<file path="config.mk">
export PLATFORM = sky130hd
export DESIGN_NAME = tfc_timer_freeze_control
export DESIGN_NICKNAME = d
export VERILOG_FILES = /design/src/design/tfc_pkg.sv /design/src/design/tfc_wb_slave.sv /design/src/design/tfc_halt_gate.sv /design/src/design/tfc_timer_freeze_control.sv
export SDC_FILE = /design/constraint.sdc
export NUM_CORES = 1
export LEC_CHECK = 0
export BUFFER_PORTS_ARGS = -buffer_cell sky130_fd_sc_hd__buf_2
export CAP_MARGIN = 10
export CORE_MARGIN = 4
export CORE_UTILIZATION = 49
export DETAILED_ROUTE_END_ITERATION = 10
export PLACE_DENSITY = 0.94
export SETUP_SLACK_MARGIN = 0.3
export SKIP_CTS_REPAIR_TIMING = 1
export SYNTH_ARGS = -nofsm -noshare
export SYNTH_HDL_FRONTEND = slang
export SYNTH_SLANG_ARGS = --single-unit
</file>
<file path="constraint.sdc">
create_clock -name clk_i -period 2.7 [get_ports clk_i]
set_input_delay 0.135 -clock clk_i [delete_from_list [all_inputs] [get_ports clk_i]]
set_output_delay 0.135 -clock clk_i [all_outputs]
set_load 0.02 [all_outputs]
</file>
<file path="src/design/tfc_pkg.sv">
// Constants shared by the timer freeze control register bank.
package tfc_pkg;

   // ---------------------------------------------------------------
   // Register map
   // ---------------------------------------------------------------
   // Printed offsets are half-word spaced; each becomes a word index
   localparam logic [31:0] TFC_BLOCK_BASE = 32'h50003300;
   localparam logic [31:0] TFC_OFS_FREEZE_SET = 32'h50003300;
   localparam logic [31:0] TFC_OFS_FREEZE_CLEAR = 32'h50003302;
   localparam logic [31:0] TFC_OFS_DEBUG_FREEZE_CONFIG = 32'h50003304;
   localparam logic [31:0] TFC_OFS_SYSTEM_STATUS = 32'h50003306;
   localparam logic [31:0] TFC_IDX_SHIFT = 32'h00000001;
   localparam logic [1:0] TFC_IDX_FREEZE_SET = 2'((TFC_OFS_FREEZE_SET - TFC_BLOCK_BASE) >> TFC_IDX_SHIFT);
   localparam logic [1:0] TFC_IDX_FREEZE_CLEAR = 2'((TFC_OFS_FREEZE_CLEAR - TFC_BLOCK_BASE) >> TFC_IDX_SHIFT);
   localparam logic [1:0] TFC_IDX_DEBUG_CFG = 2'((TFC_OFS_DEBUG_FREEZE_CONFIG - TFC_BLOCK_BASE) >> TFC_IDX_SHIFT);
   localparam logic [1:0] TFC_IDX_SYSTEM_STATUS = 2'((TFC_OFS_SYSTEM_STATUS - TFC_BLOCK_BASE) >> TFC_IDX_SHIFT);

   // ---------------------------------------------------------------
   // Widths and field positions
   // ---------------------------------------------------------------
   localparam int unsigned TFC_DATA_W = 32;
   localparam int unsigned TFC_REG_W = 16;
   localparam int unsigned TFC_NUM_UNITS = 5;
   localparam int unsigned TFC_DMA_HALT_BIT = 4;
   localparam int unsigned TFC_WATCHDOG_HALT_BIT = 3;
   localparam int unsigned TFC_RADIO_MASTER_CLOCK_HALT_BIT = 2;
   localparam int unsigned TFC_SOFTWARE_TIMER_HALT_BIT = 1;
   localparam int unsigned TFC_WAKEUP_TIMER_HALT_BIT = 0;
   localparam int unsigned TFC_DEBUG_HALT_FREEZE_ENABLE_BIT = 0;
   localparam int unsigned TFC_CAL_PHASE_BIT = 0;
   localparam int unsigned TFC_STATUS_W = 2;

   // ---------------------------------------------------------------
   // Values after reset
   // ---------------------------------------------------------------
   localparam logic [TFC_NUM_UNITS-1:0] TFC_FREEZE_RST = 5'h00;
   localparam logic [TFC_REG_W-1:0] TFC_DEBUG_CFG_RST = 16'h0001;
   localparam logic [TFC_STATUS_W-1:0] TFC_STATUS_RST = 2'h0;

endpackage

</file>
<file path="src/design/tfc_wb_slave.sv">
// Classic Wishbone slave front end: decode, one-wait-state ack, registered read data.
`timescale 1ns/1ps
module tfc_wb_slave
   import tfc_pkg::*;
#(
   parameter int ADR_W = 4
)
(
   // Clock and reset
   input wire logic clk_i,
   input wire logic rst_i,
   // Wishbone request
   input wire logic wb_cyc_i,
   input wire logic wb_stb_i,
   input wire logic wb_we_i,
   input wire logic [ADR_W-1:0] wb_adr_i,
   // Read word from the register bank
   input wire logic [TFC_REG_W-1:0] rd_word_i,
   // Wishbone answer
   output logic wb_ack_o,
   output logic [TFC_DATA_W-1:0] wb_dat_o,
   // Decoded access toward the bank
   output logic [1:0] idx_o,
   output logic wr_commit_o
);

   logic ack_q;
   logic [TFC_DATA_W-1:0] dat_q;
   wire req = wb_cyc_i & wb_stb_i;
   wire hit = (wb_adr_i[1:0] == 2'h0) && ((wb_adr_i >> 4) == '0);

   // ---------------------------------------------------------------
   // Decode
   // ---------------------------------------------------------------
   // Writes land on the edge where the master sees ack, not before
   assign idx_o = wb_adr_i[3:2];
   assign wr_commit_o = req & wb_we_i & ack_q & hit;
   assign wb_ack_o = ack_q;
   assign wb_dat_o = dat_q;

   // Ack one cycle after the request, dropped the cycle after
   always_ff @(posedge clk_i)
   begin
      if (rst_i)
      begin
         ack_q <= 1'b0;
         dat_q <= 32'h00000000;
      end
      else
      begin
         ack_q <= req & ~ack_q;
         if (req & ~ack_q & ~wb_we_i)
            dat_q <= hit ? {16'h0000, rd_word_i} : 32'h00000000; // Unmapped reads zero
      end
   end

endmodule

</file>
<file path="src/design/tfc_halt_gate.sv">
// One unit's halt output: held freeze state combined with the debug halt.
`timescale 1ns/1ps
module tfc_halt_gate
(
   // Clock and reset
   input wire logic clk_i,
   input wire logic rst_i,
   // Freeze sources
   input wire logic held_i,
   input wire logic allow_i,
   input wire logic debug_halt_i,
   input wire logic debug_follow_i,
   // Registered halt
   output logic halt_o
);

   logic halt_q;
   logic halt_d;

   // Register the halt so the unit sees a glitch-free level
   assign halt_d = (held_i & allow_i) | (debug_halt_i & debug_follow_i);
   assign halt_o = halt_q;

   always_ff @(posedge clk_i)
   begin
      if (rst_i)
         halt_q <= 1'b0;
      else
         halt_q <= halt_d;
   end

endmodule

</file>
<file path="src/design/tfc_timer_freeze_control.sv">
// Top of the timer freeze control register bank with its Wishbone slave.
//
// Behaviour
// - Set bit 4 halts DMA until cleared.
// - Set bit 3 stops the watchdog counter.
// - Watchdog freeze only with reset action selected.
// - Set bit 2 gates radio master clock.
// - Set bit 1 stops the software timer.
// - Set bit 0 stops the wake-up timer.
// - Zeros written to set change nothing.
// - Clear register ones resume matching units.
// - Zeros written to clear change nothing.
// - Debug enable freezes all timers in halt.
// - Enable off: non-watchdog halts follow held state only.
// - Watchdog always freezes during debug halt.
// - Status bit 0 read/write, reset zero.
//
// The Wishbone register port was chosen for this implementation.
`timescale 1ns/1ps
module tfc_timer_freeze_control
   import tfc_pkg::*;
#(
   parameter int ADR_W = 4
)
(
   // Clock and reset
   input wire logic clk_i,
   input wire logic rst_i,
   // Wishbone slave
   input wire logic wb_cyc_i,
   input wire logic wb_stb_i,
   input wire logic wb_we_i,
   input wire logic [ADR_W-1:0] wb_adr_i,
   input wire logic [3:0] wb_sel_i,
   input wire logic [TFC_DATA_W-1:0] wb_dat_i,
   output logic [TFC_DATA_W-1:0] wb_dat_o,
   output logic wb_ack_o,
   // Processor and watchdog context
   input wire logic debug_halt_i,
   input wire logic wdog_nmi_sel_i,
   // Halt levels toward the units
   output logic dma_halt_o,
   output logic watchdog_halt_o,
   output logic radio_master_clock_halt_o,
   output logic software_timer_halt_o,
   output logic wakeup_timer_halt_o,
   // Status toward the system
   output logic cal_phase_o
);

   // ---------------------------------------------------------------
   // Elaboration checks
   // ---------------------------------------------------------------
   // The decode needs the word index bits 3:2 at least
   if (ADR_W < 4 || ADR_W > 32)
   begin : g_bad_adr
      $error("ADR_W must lie between 4 and 32");
   end

   // ---------------------------------------------------------------
   // Declarations
   // ---------------------------------------------------------------
   logic [TFC_NUM_UNITS-1:0] freeze_q;
   logic [TFC_NUM_UNITS-1:0] freeze_d;
   logic [TFC_REG_W-1:0] debug_cfg_q;
   logic [TFC_REG_W-1:0] debug_cfg_d;
   logic [TFC_STATUS_W-1:0] status_q;
   logic [TFC_STATUS_W-1:0] status_d;
   logic cal_phase_q;
   logic [TFC_NUM_UNITS-1:0] halt_vec;
   logic [TFC_NUM_UNITS-1:0] allow_vec;
   logic [TFC_NUM_UNITS-1:0] follow_vec;
   logic [1:0] idx;
   logic wr_commit;
   logic [TFC_REG_W-1:0] rd_word;

   // ---------------------------------------------------------------
   // Bus front end
   // ---------------------------------------------------------------
   tfc_wb_slave #(
      .ADR_W(ADR_W)
   ) u_slave (
      .clk_i(clk_i),
      .rst_i(rst_i),
      .wb_cyc_i(wb_cyc_i),
      .wb_stb_i(wb_stb_i),
      .wb_we_i(wb_we_i),
      .wb_adr_i(wb_adr_i),
      .rd_word_i(rd_word),
      .wb_ack_o(wb_ack_o),
      .wb_dat_o(wb_dat_o),
      .idx_o(idx),
      .wr_commit_o(wr_commit)
   );

   // ---------------------------------------------------------------
   // Write decode
   // ---------------------------------------------------------------
   // Byte lanes: sel[0] covers bits 7:0, sel[1] covers bits 15:8
   wire [TFC_REG_W-1:0] lane_mask = {{8{wb_sel_i[1]}}, {8{wb_sel_i[0]}}};
   wire [TFC_REG_W-1:0] wr_bits = wb_dat_i[TFC_REG_W-1:0] & lane_mask;
   wire wr_set = wr_commit && (idx == TFC_IDX_FREEZE_SET);
   wire wr_clear = wr_commit && (idx == TFC_IDX_FREEZE_CLEAR);
   wire wr_debug = wr_commit && (idx == TFC_IDX_DEBUG_CFG);
   wire wr_status = wr_commit && (idx == TFC_IDX_SYSTEM_STATUS);
   wire [TFC_NUM_UNITS-1:0] unit_bits = wr_bits[TFC_NUM_UNITS-1:0];
   wire debug_follow = debug_cfg_q[TFC_DEBUG_HALT_FREEZE_ENABLE_BIT];

   // ---------------------------------------------------------------
   // Freeze state vector
   // ---------------------------------------------------------------
   // Ones set or clear, zeros leave bits alone; one vector behind both
   assign freeze_d = wr_set ? (freeze_q | unit_bits) :
                     wr_clear ? (freeze_q & ~unit_bits) :
                     freeze_q;

   always_ff @(posedge clk_i)
   begin
      if (rst_i)
         freeze_q <= TFC_FREEZE_RST;
      else
         freeze_q <= freeze_d;
   end

   // ---------------------------------------------------------------
   // Debug and status registers
   // ---------------------------------------------------------------
   // Unused debug bits are kept as plain storage for software
   assign debug_cfg_d = wr_debug ? ((debug_cfg_q & ~lane_mask) | wr_bits) : debug_cfg_q;
   assign status_d = wr_status ? ((status_q & ~lane_mask[TFC_STATUS_W-1:0]) | wr_bits[TFC_STATUS_W-1:0]) :
                     status_q;

   always_ff @(posedge clk_i)
   begin
      if (rst_i)
      begin
         debug_cfg_q <= TFC_DEBUG_CFG_RST;
         status_q <= TFC_STATUS_RST;
         cal_phase_q <= 1'b0;
      end
      else
      begin
         debug_cfg_q <= debug_cfg_d;
         status_q <= status_d;
         cal_phase_q <= status_q[TFC_CAL_PHASE_BIT];
      end
   end

   // ---------------------------------------------------------------
   // Read mux
   // ---------------------------------------------------------------
   // Both freeze registers read back the same live vector
   wire [TFC_REG_W-1:0] freeze_word = {{(TFC_REG_W-TFC_NUM_UNITS){1'b0}}, freeze_q};
   wire [TFC_REG_W-1:0] status_word = {{(TFC_REG_W-TFC_STATUS_W){1'b0}}, status_q};
   assign rd_word = (idx == TFC_IDX_FREEZE_SET) ? freeze_word :
                    (idx == TFC_IDX_FREEZE_CLEAR) ? freeze_word :
                    (idx == TFC_IDX_DEBUG_CFG) ? debug_cfg_q :
                    status_word;

   // ---------------------------------------------------------------
   // Per-unit halt gating
   // ---------------------------------------------------------------
   // Watchdog is special: held freeze needs reset action, debug always wins
   genvar u;
   for (u = 0; u < TFC_NUM_UNITS; u++)
   begin : g_unit
      if (u == TFC_WATCHDOG_HALT_BIT)
      begin : g_wdog
         assign allow_vec[u] = ~wdog_nmi_sel_i;
         assign follow_vec[u] = 1'b1;
      end
      else
      begin : g_other
         assign allow_vec[u] = 1'b1;
         assign follow_vec[u] = debug_follow;
      end
      tfc_halt_gate u_gate (
         .clk_i(clk_i),
         .rst_i(rst_i),
         .held_i(freeze_q[u]),
         .allow_i(allow_vec[u]),
         .debug_halt_i(debug_halt_i),
         .debug_follow_i(follow_vec[u]),
         .halt_o(halt_vec[u])
      );
   end

   // ---------------------------------------------------------------
   // Outputs
   // ---------------------------------------------------------------
   assign dma_halt_o = halt_vec[TFC_DMA_HALT_BIT];
   assign watchdog_halt_o = halt_vec[TFC_WATCHDOG_HALT_BIT];
   assign radio_master_clock_halt_o = halt_vec[TFC_RADIO_MASTER_CLOCK_HALT_BIT];
   assign software_timer_halt_o = halt_vec[TFC_SOFTWARE_TIMER_HALT_BIT];
   assign wakeup_timer_halt_o = halt_vec[TFC_WAKEUP_TIMER_HALT_BIT];
   assign cal_phase_o = cal_phase_q;
endmodule

</file>
# Yosys cells after proc, flatten, opt, wreduce, memory -nomap -nowiden
# Cells that the tools add are included.
[word_totals]
inputBits = 47
ff_bits = 62
[classes]
bitwise_logic = 26
n_mux = 6
n_eq_ne = 3
reduce_logical = 7
[op_table]
columns = ["operator", "n"]
rows = [
  ["16-bit two-way mux", 4],
  ["16-bit AND", 2],
  ["16-bit NOT", 1],
  ["16-bit OR", 1],
  ["5-bit two-way mux", 2],
  ["1-bit AND", 8],
  ["5-bit AND", 1],
  ["5-bit NOT", 1],
  ["1-bit OR", 5],
  ["5-bit OR", 1],
  ["2-bit equality test, second input constant", 2],
  ["1-bit logical AND", 4],
  ["2-bit logical NOT", 2],
  ["1-bit NOT", 3],
  ["2-bit AND", 1],
  ["2-bit by 1-bit equality test with 1-bit output, second input constant", 1],
  ["2-bit NOT", 1],
  ["2-bit OR", 1],
  ["2-bit nonzero test", 1],
]

# Longest topological paths before layout
# Gate-level depths: netlist (run 1).
[depth]
word_depth = 7
ltp_mapped = 5
mapped_depth_nobuf = 4

# By module
# From an unflattened synthesis (run 1), not the netlist that was laid out.
[unflattened]
cells_unflattened = 245
area_unflattened_um2 = 2397.3
[by_module_without_submodules]
columns = ["module", "seq_area_each_um2", "n_inst", "area_each_um2", "cells_each"]
rows = [
  ["tfc_timer_freeze_control", 480.5, 1, 1265.0, 134],
  ["tfc_wb_slave", 340.3, 1, 975.9, 96],
  ["tfc_halt_gate", 20.0, 5, 31.3, 3],
]

# Worst setup path after synthesis (run 1)
# OpenSTA, ideal clock, no wires.
[synth_timing]
path_kind = "reg2reg"
start = "register u_slave.ack_q (netlist: u_slave.wb_ack_o)"
end = "register with a tool-made name"
arrival_time_ns = 1.389
stages_incl_launch_ff = 6
path_slack_ns = 1.220
required_ns = 2.609
n_path_buf = 1
cell_sequence = "dfxtp_1 > and4_1 > and4b_1 > buf_4 > a21oi_1 > a311oi_1"
[synth_rtl]
columns = ["item", "line", "text"]
rows = [
  ["start: declaration", "tfc_wb_slave.sv:27", "logic ack_q;"],
  ["start signal: assignment", "tfc_wb_slave.sv:51", "ack_q <= req & ~ack_q;"],
]

==> metrics, run 1 <==
status=complete, no violations; Tmin final=1.62 ns; Setup Crit Path Kind=register to register; Synth top area share=0.496; #FFs+latches synth=46; maximum clock insertion buffer count=2; CTS Buf Count=5; layout cells sized above 1=0.266; required time worst endpoint=2.88 ns; Initial DRT Pass Iterations=4; row cnt=22; switch share=0.233; Syn. warnings=0; hold crit path type=input port to register; post-layout util=0.587; die area=4840 um2; DP Wirelength=2760 um; clock sink count=46; Final Setup Violations=0; initial antenna violation count=0; 1st-iter DRT viols=53; total power draw=1.15 mW; ANT cells=0; Post-route DRC=0; H-tree Lvls=2; count leader, synth=dfxtp_1; clock root buffer master=clkbuf_8; Top FF cell, synth=dfxtp_1; logic gate share of total power=0.079; first-pass GRT wire length=6470 um; crit-path cells=and4_1, and4b_1, a21oi_1, a311oi_1; Syn Area/Cell=9.62 um2; filler cell count=334; r2r setup slk=1.08 ns; max-slew violations=0; initial core utilization=0.507; Unique masters post-synth=26; total number of vias=1458; placed cells=282; slowest CP cell=and4b_1; crit start category=register; Nets=288; WL/cell=13.0 um; total grt overflow=0; slew margin rel.=0.480; RSZ-0062 raised after global routing=false; P_sw=0.268 mW; Layout area overhead=15.8%; max_cap viols=0; EDFF count, synth=0; routability-driven placement congestion ratio=0.753; final std cells w/o fill=289; Max Fclk=618 MHz; leading cell types by count after synthesis=dfxtp_1, nor2_1, mux2i_1; largest net degree at the start of global routing=48; Worst VDD drop=371 uV; worst r2r src=u_slave.wb_ack_o$_SDFF_PP0_; Worst Tran Pin Value=0.780 ns; internal power=0.884 mW; Post-Syn Instances=193; max incr delay on CP=0.44 ns; CTS clk-pin slew, worst paths=0.08 ns; Final Hold Violating Endpoints=0; PnR worst setup slack=1.08 ns; port bufs=51; area leader, netlist=dfxtp_1; crit path launch=u_slave.wb_ack_o$_SDFF_PP0_; clock skew=0.00677 ns; share of synthesized registers carrying an async set or reset=0; Post-Syn Area=1860 um2; CTS tree=done; Arrival @ worst endpoint=1.80 ns; Setup TNS=0 ns; Worst-Skew Late Latency=0.28 ns; Worst Path Max Fanout=10; via/cell ratio=5.04; Pwr per Cell Area=536 nW/um2; Core Area=3660 um2; Reg power frac=0.594; pre-CTS setup slack=1.13 ns; ANT nets after route=0; synth top area cells=dfxtp_1, mux2i_1, nor2_1; hold_sp=wb_dat_i[3]; GR Util All Layers=0.161; Clk pwr share=0.327; final wirelength=3750 um; crit end category=register; die width=69.6 um; post-synthesis sequential area ratio=0.496; Leakage=1.04 nW; Top Ports=86; crit share post-route=0.600; Die Y=69.6 um; vias in the first global route=1520
final timing paths:
| kind | to | depth (start not counted) |
|---|---|---|
| max | register | 4 |
| max reg2reg | register | 4 |
| min reg2reg | u_slave.wb_dat_o[1]$_SDFFE_PP0P_ | 2 |
| min | register | 2 |
layer usage:
metal	global-route usage	wire length, um	vias to the layer above
met3	0.0594	299	4
met4	0.0390	29	0
met2	0.294	1920	46
li1	-	-	732
met1	0.175	1510	676
met5	0	0	-
worst max-delay path: cells and delay by family (launching register included):
kind / cells / cell delay [ns]
AOI/OAI and AO/OA: 2 / 0.38
DFF: 1 / 0.40
and+or+nand+nor: 2 / 0.74
logic make-up after synthesis:
logic type             Yosys count  synth area share
other                            1           0.00202
multiplexers                    19             0.102
flip-flops                      46             0.496
AO/OA/AOI/OAI                   39             0.138
AND/OR/NAND/NOR                 57             0.161
buffers and inverters           31             0.100
cells in the final DEF (no fill, tap or decap), types with 3 or more instances in the layout:
master | netlist | layout
nor2_1 | 38 | 38
buf_2 | 2 | 51
clkbuf_8 | 0 | 5
nand3b_1 | 3 | 3
a311oi_1 | 5 | 5
a22oi_1 | 14 | 14
o21ai_0 | 5 | 5
nand2_1 | 3 | 3
dfxtp_1 | 46 | 46
nor3_1 | 3 | 3
mux2i_1 | 19 | 19
conb_1 | 1 | 16
a21oi_1 | 13 | 13
inv_1 | 4 | 4
power by group through the flow:
| stage | Combinational [mW] | Sequential [mW] | Clock, mW |
|---|---|---|---|
| detailed placement | 0.0906 | 0.700 | 0 |
| global placement | 0.0893 | 0.700 | 0 |
| finish | 0.0910 | 0.684 | 0.377 |
| CTS | 0.0909 | 0.684 | 0.392 |
| global route | 0.100 | 0.685 | 0.417 |
| floorplan | 0.0658 | 0.707 | 0 |
layout make-up:
class / instances / area [um2] / share of cell area
timing repair buffer: 53 / 270 / 0.126
sequential: 46 / 921 / 0.428
clock inverter: 2 / 10.0 / 0.00465
clock buffer: 5 / 68.8 / 0.0320
tap: 48 / 60.1 / 0.0279
multi-input combinational: 131 / 806 / 0.375
inverter: 4 / 15.0 / 0.00698
metrics by stage:
stage                     cell area [um2]  hold WS (ns)
final                                2150        0.0763
after detailed placement             2070         0.367
after global placement               2070         0.361
after floorplan                      1910         0.245
after global routing                 2150        0.0779
after CTS                            2150        0.0636
Power figures use the tool's default switching activity.
==> inputs of run 2 (changes only) <==
- CORE_UTILIZATION: 49 -> 41
- PLACE_DENSITY: 0.94 -> 0.85
- clock period: 2.7 -> 1.3 ns (I/O delays scaled with it)
==> run 2 against run 1 <==
  * The run now ends with negative setup slack left
  * Non-clock buffer count grew 16
  * Hold slack lost 0.073 ns
  * Largest power group unchanged
  * Critical path type unchanged
  * Sequential power is 110% higher
  * Routed wire length increased by 7.1%
  * Highest routed layer unchanged
  * Global-route usage down 2.3 points
  * Core utilization down 2.9 points
==> metrics, run 2 (same netlist as run 1, synthesis figures left out) <==
status=finished with violations; failing checks=negative setup slack; worst r2r src=u_slave.wb_ack_o$_SDFF_PP0_; Top Ports=86; clock skew=0.00400 ns; required time worst endpoint=1.45 ns; Worst Tran Pin Value=0.515 ns; hold crit path type=input port to register; crit end category=register; max incr delay on CP=0.36 ns; port bufs=51; Die Y=75.3 um; final wirelength=4020 um; filler cell count=403; Final Hold Violating Endpoints=0; placed cell area=2220 um2; Tmin final=1.34 ns; WL/cell=13.0 um; Worst VDD drop=487 uV; global route hottest layer=met2; r2r setup slk=-0.04 ns; row cnt=24; ANT cells=0; Max Fclk=745 MHz; 1st-iter DRT viols=52; met3 usage=0.0369; slowest CP cell=dfxtp_4; Final Setup Violations=5; Worst-Skew Late Latency=0.29 ns; Setup Crit Path Kind=register to register; CTS tree=done; max_cap viols=0; met2 GRT Util=0.217; first-pass GRT wire length=6080 um; layout cells sized above 1=0.362; via/cell ratio=4.91; Layout area overhead=31.0%; largest net degree at the start of global routing=27; met1 capacity usage during global routing=0.185; Nets=304; R2R depth=5; vias in the first global route=1337; total number of vias=1518; ANT nets after route=0; routability-driven placement congestion ratio=0.776; Post-route DRC=0; max-slew violations=0; crit-path cells=and4_4, and4b_1, buf_6, buf_2, a311oi_2; Worst Hold Margin=0.00284 ns; Worst Path Max Fanout=6; crit share post-route=1.03; clock sink count=46; die area=5670 um2; total grt overflow=0; Core Area=4350 um2; clock root buffer master=clkbuf_8; initial antenna violation count=0; RSZ-0062 raised after global routing=true; Pwr per Cell Area=1010 nW/um2; Leakage=1.15 nW; Arrival @ worst endpoint=1.49 ns; PnR worst setup slack=-0.0423 ns; Initial DRT Pass Iterations=4; commonest non-fill, non-tap cell in the layout=buf_2; Finished Cell Area=2430 um2; CTS clk-pin slew, worst paths=0.08 ns; crit start category=register; GR Util All Layers=0.138; H-tree Lvls=2; CTS Buf Count=5; slew margin rel.=0.656; die width=75.3 um; most frequent cells in the layout=buf_2, dfxtp_1, nor2_1; initial core utilization=0.426; maximum clock insertion buffer count=2; DP Wirelength=2860 um; pre-CTS setup slack=-0.0376 ns; crit path launch=u_slave.wb_ack_o$_SDFF_PP0_
==> run 2: cell types whose count changed in the layout (fill, tap and decap cells not counted), sizes merged <==
cell         delta
buf            +14
clkinv          -2
clkbuf          +2
dlygate4sd3     +2
==> run 2: critical path: cells and delay by family, from the launching register on <==
kind | cells | cell delay [ns]
compound gates | 1 | 0.11
buf+inv | 2 | 0.30
simple gates | 2 | 0.45
flops | 1 | 0.36
==> run 2: cell type report <==
cell class / instances / area, um2 / share of cell area
clock buffers: 7 / 76.3 / 0.0314
flip-flops and latches: 46 / 925 / 0.380
multi-input cells: 131 / 898 / 0.369
well taps: 52 / 65.1 / 0.0267
repair buffers: 69 / 453 / 0.186
inverters: 4 / 15.0 / 0.00617
==> run 2: metrics by stage <==
stage	std cells	utilization	TNS, ns	power (mW)
6_report	309	0.559	-0.188	2.45
4_1_cts	300	0.527	-0.215	2.46
5_1_grt	309	0.559	-1.55	2.56
3_3_place_gp	293	0.509	0	1.66
3_5_place_dp	293	0.509	-0.250	1.67
2_1_floorplan	208	-	0	1.61
==> run 2: metal layers <==
metal  up-vias  wire, um
met2        50      1890
met3         4       318
met4         0        32
met5         -         0
li1        771         -
met1       693      1780
==> run 2: how the worst min path moves through the flow <==
stage | slack, ns | cells past startpoint | start | end
final | 0.003 | 3 | wb_dat_i[15] | register
after CTS | -0.02 | 2 | wb_dat_i[4] | register
after global routing | 0.01 | 3 | wb_dat_i[10] | register
after global placement | 0.29 | 2 | wb_dat_i[4] | register
after floorplan | 0.17 | 1 | wb_dat_i[0] | register
after detailed placement | 0.29 | 2 | wb_dat_i[4] | register
==> run 2: power breakdown <==
part	switching, mW	internal, mW	leakage (nW)	total [mW]
clock	0.428	0.371	0.0383	0.799
sequential	0.00312	1.42	0.373	1.42
combinational	0.149	0.0857	0.735	0.235
==> inputs of run 3 (changes only) <==
- CTS_CLUSTER_DIAMETER: unset -> 30
- SKIP_LAST_GASP: unset -> 1
- SLEW_MARGIN: unset -> 20
==> run 3 against run 2 <==
  * The flow still finishes with violations (negative setup slack)
  * Clock skew hardly changed
  * Die area did not move
  * Count of clock-buffer cells in the layout unchanged
  * Hold slack is essentially flat
  * First-iteration DRC count unchanged
  * Power about the same
  * Via count hardly changed
  * Core utilization shrank 0.11 points
==> metrics, run 3 (same netlist as run 1, synthesis figures left out) <==
via/cell ratio=4.91; crit-path cells=and4_4, and4b_1, buf_6, buf_2, a311oi_2; clock root buffer master=clkbuf_8; H-tree Lvls=2; total grt overflow=0; layout cells sized above 1=0.358; Final Setup Violations=5; Setup Crit Path Kind=register to register; ANT nets after route=0; initial antenna violation count=0; commonest non-fill, non-tap cell in the layout=buf_2; CTS tree=done; Post-route DRC=0; hold_sp=wb_dat_i[15]; Worst VDD drop=487 uV; Arrival @ worst endpoint=1.50 ns; final wirelength=4020 um; CTS clk-pin slew, worst paths=0.08 ns; Top Ports=86; Core Area=4350 um2; slew margin rel.=0.656; Layout area overhead=30.7%; RSZ-0062 raised after global routing=true; first-pass GRT wire length=6080 um; Final Hold Violating Endpoints=0; pre-CTS setup slack=-0.0376 ns; 1st-iter DRT viols=52; die area=5670 um2; Pwr per Cell Area=1010 nW/um2; worst r2r src=u_slave.wb_ack_o$_SDFF_PP0_; max_cap viols=0; area occupied by multi-input gates=893 um2; WL/cell=13.0 um; Worst Tran Pin Value=0.516 ns; crit end category=register; required time worst endpoint=1.45 ns; GR Util All Layers=0.138; R2R depth=5; port bufs=51; status=finished with violations; max-slew violations=0; initial core utilization=0.426; crit share post-route=1.03; CTS Buf Count=5; hold crit path type=input port to register; register area=925 um2; max incr delay on CP=0.36 ns; vias in the first global route=1337; slowest CP cell=dfxtp_4; Max Fclk=745 MHz; clock skew=0.00405 ns; most frequent cells in the layout=buf_2, dfxtp_1, nor2_1; PnR worst setup slack=-0.0426 ns; filler cell count=404; r2r setup slk=-0.04 ns; Initial DRT Pass Iterations=4; largest net degree at the start of global routing=27; row cnt=24; Finished Cell Area=2430 um2; crit start category=register; placed cell area=2220 um2; failing checks=negative setup slack; total power draw=2.45 mW; Worst Path Max Fanout=6; DP Wirelength=2860 um; maximum clock insertion buffer count=2; Worst-Skew Late Latency=0.29 ns; total number of vias=1517; routability-driven placement congestion ratio=0.776; Leakage=1.15 nW; ANT cells=0; hold depth=3; clock sink count=46; Nets=304; die width=75.3 um; Tmin final=1.34 ns; Die Y=75.3 um
## run 3: routing by layer
metal	global-route usage	wire length, um
met1	0.185	1800
met3	0.0369	308
met5	0	0
met2	0.217	1880
met4	0.0466	42
## run 3: worst max-delay path by stage
stage	start	to	slack (ns)	depth (start not counted)
finish	u_slave.wb_ack_o$_SDFF_PP0_	register	-0.04	5
global route	u_slave.wb_ack_o$_SDFF_PP0_	register	-0.12	5
CTS	u_slave.wb_ack_o$_SDFF_PP0_	register	-0.06	5
detailed placement	wb_adr_i[1]	u_slave.wb_dat_o[6]$_SDFFE_PP0P_	-0.04	6
global placement	wb_adr_i[1]	register	0.02	5
floorplan	u_slave.wb_ack_o$_SDFF_PP0_	register	0.04	5
## run 3: critical path, delay by kind of cell, from the launching register on
family,cells,cell delay [ns]
simple gates,2,0.45
flops,1,0.36
buf+inv,2,0.30
compound gates,1,0.11
## run 3: final cells by class
class | instances | area share
Sequential cell | 46 | 0.381
Tap cell | 52 | 0.0268
Inverter | 4 | 0.00619
Clock buffer | 7 | 0.0314
Timing Repair Buffer | 69 | 0.187
Multi-Input combinational cell | 131 | 0.368
## run 3: power breakdown
group / internal [mW] / switching, mW / total [mW]
logic: 0.0857 / 0.149 / 0.235
clock network: 0.371 / 0.428 / 0.799
registers: 1.42 / 0.00312 / 1.42
total: 1.87 / 0.580 / 2.45
## run 3: per-stage QoR
| stage | setup TNS, ns | util | hold slack, ns | instances |
|---|---|---|---|---|
| floorplan | 0 | - | 0.174 | 208 |
| CTS | -0.215 | 0.527 | -0.0193 | 300 |
| detailed placement | -0.250 | 0.509 | 0.293 | 293 |
| global placement | 0 | 0.509 | 0.287 | 293 |
| global route | -1.55 | 0.557 | 0.0126 | 309 |
| finish | -0.189 | 0.557 | 0.00284 | 309 |
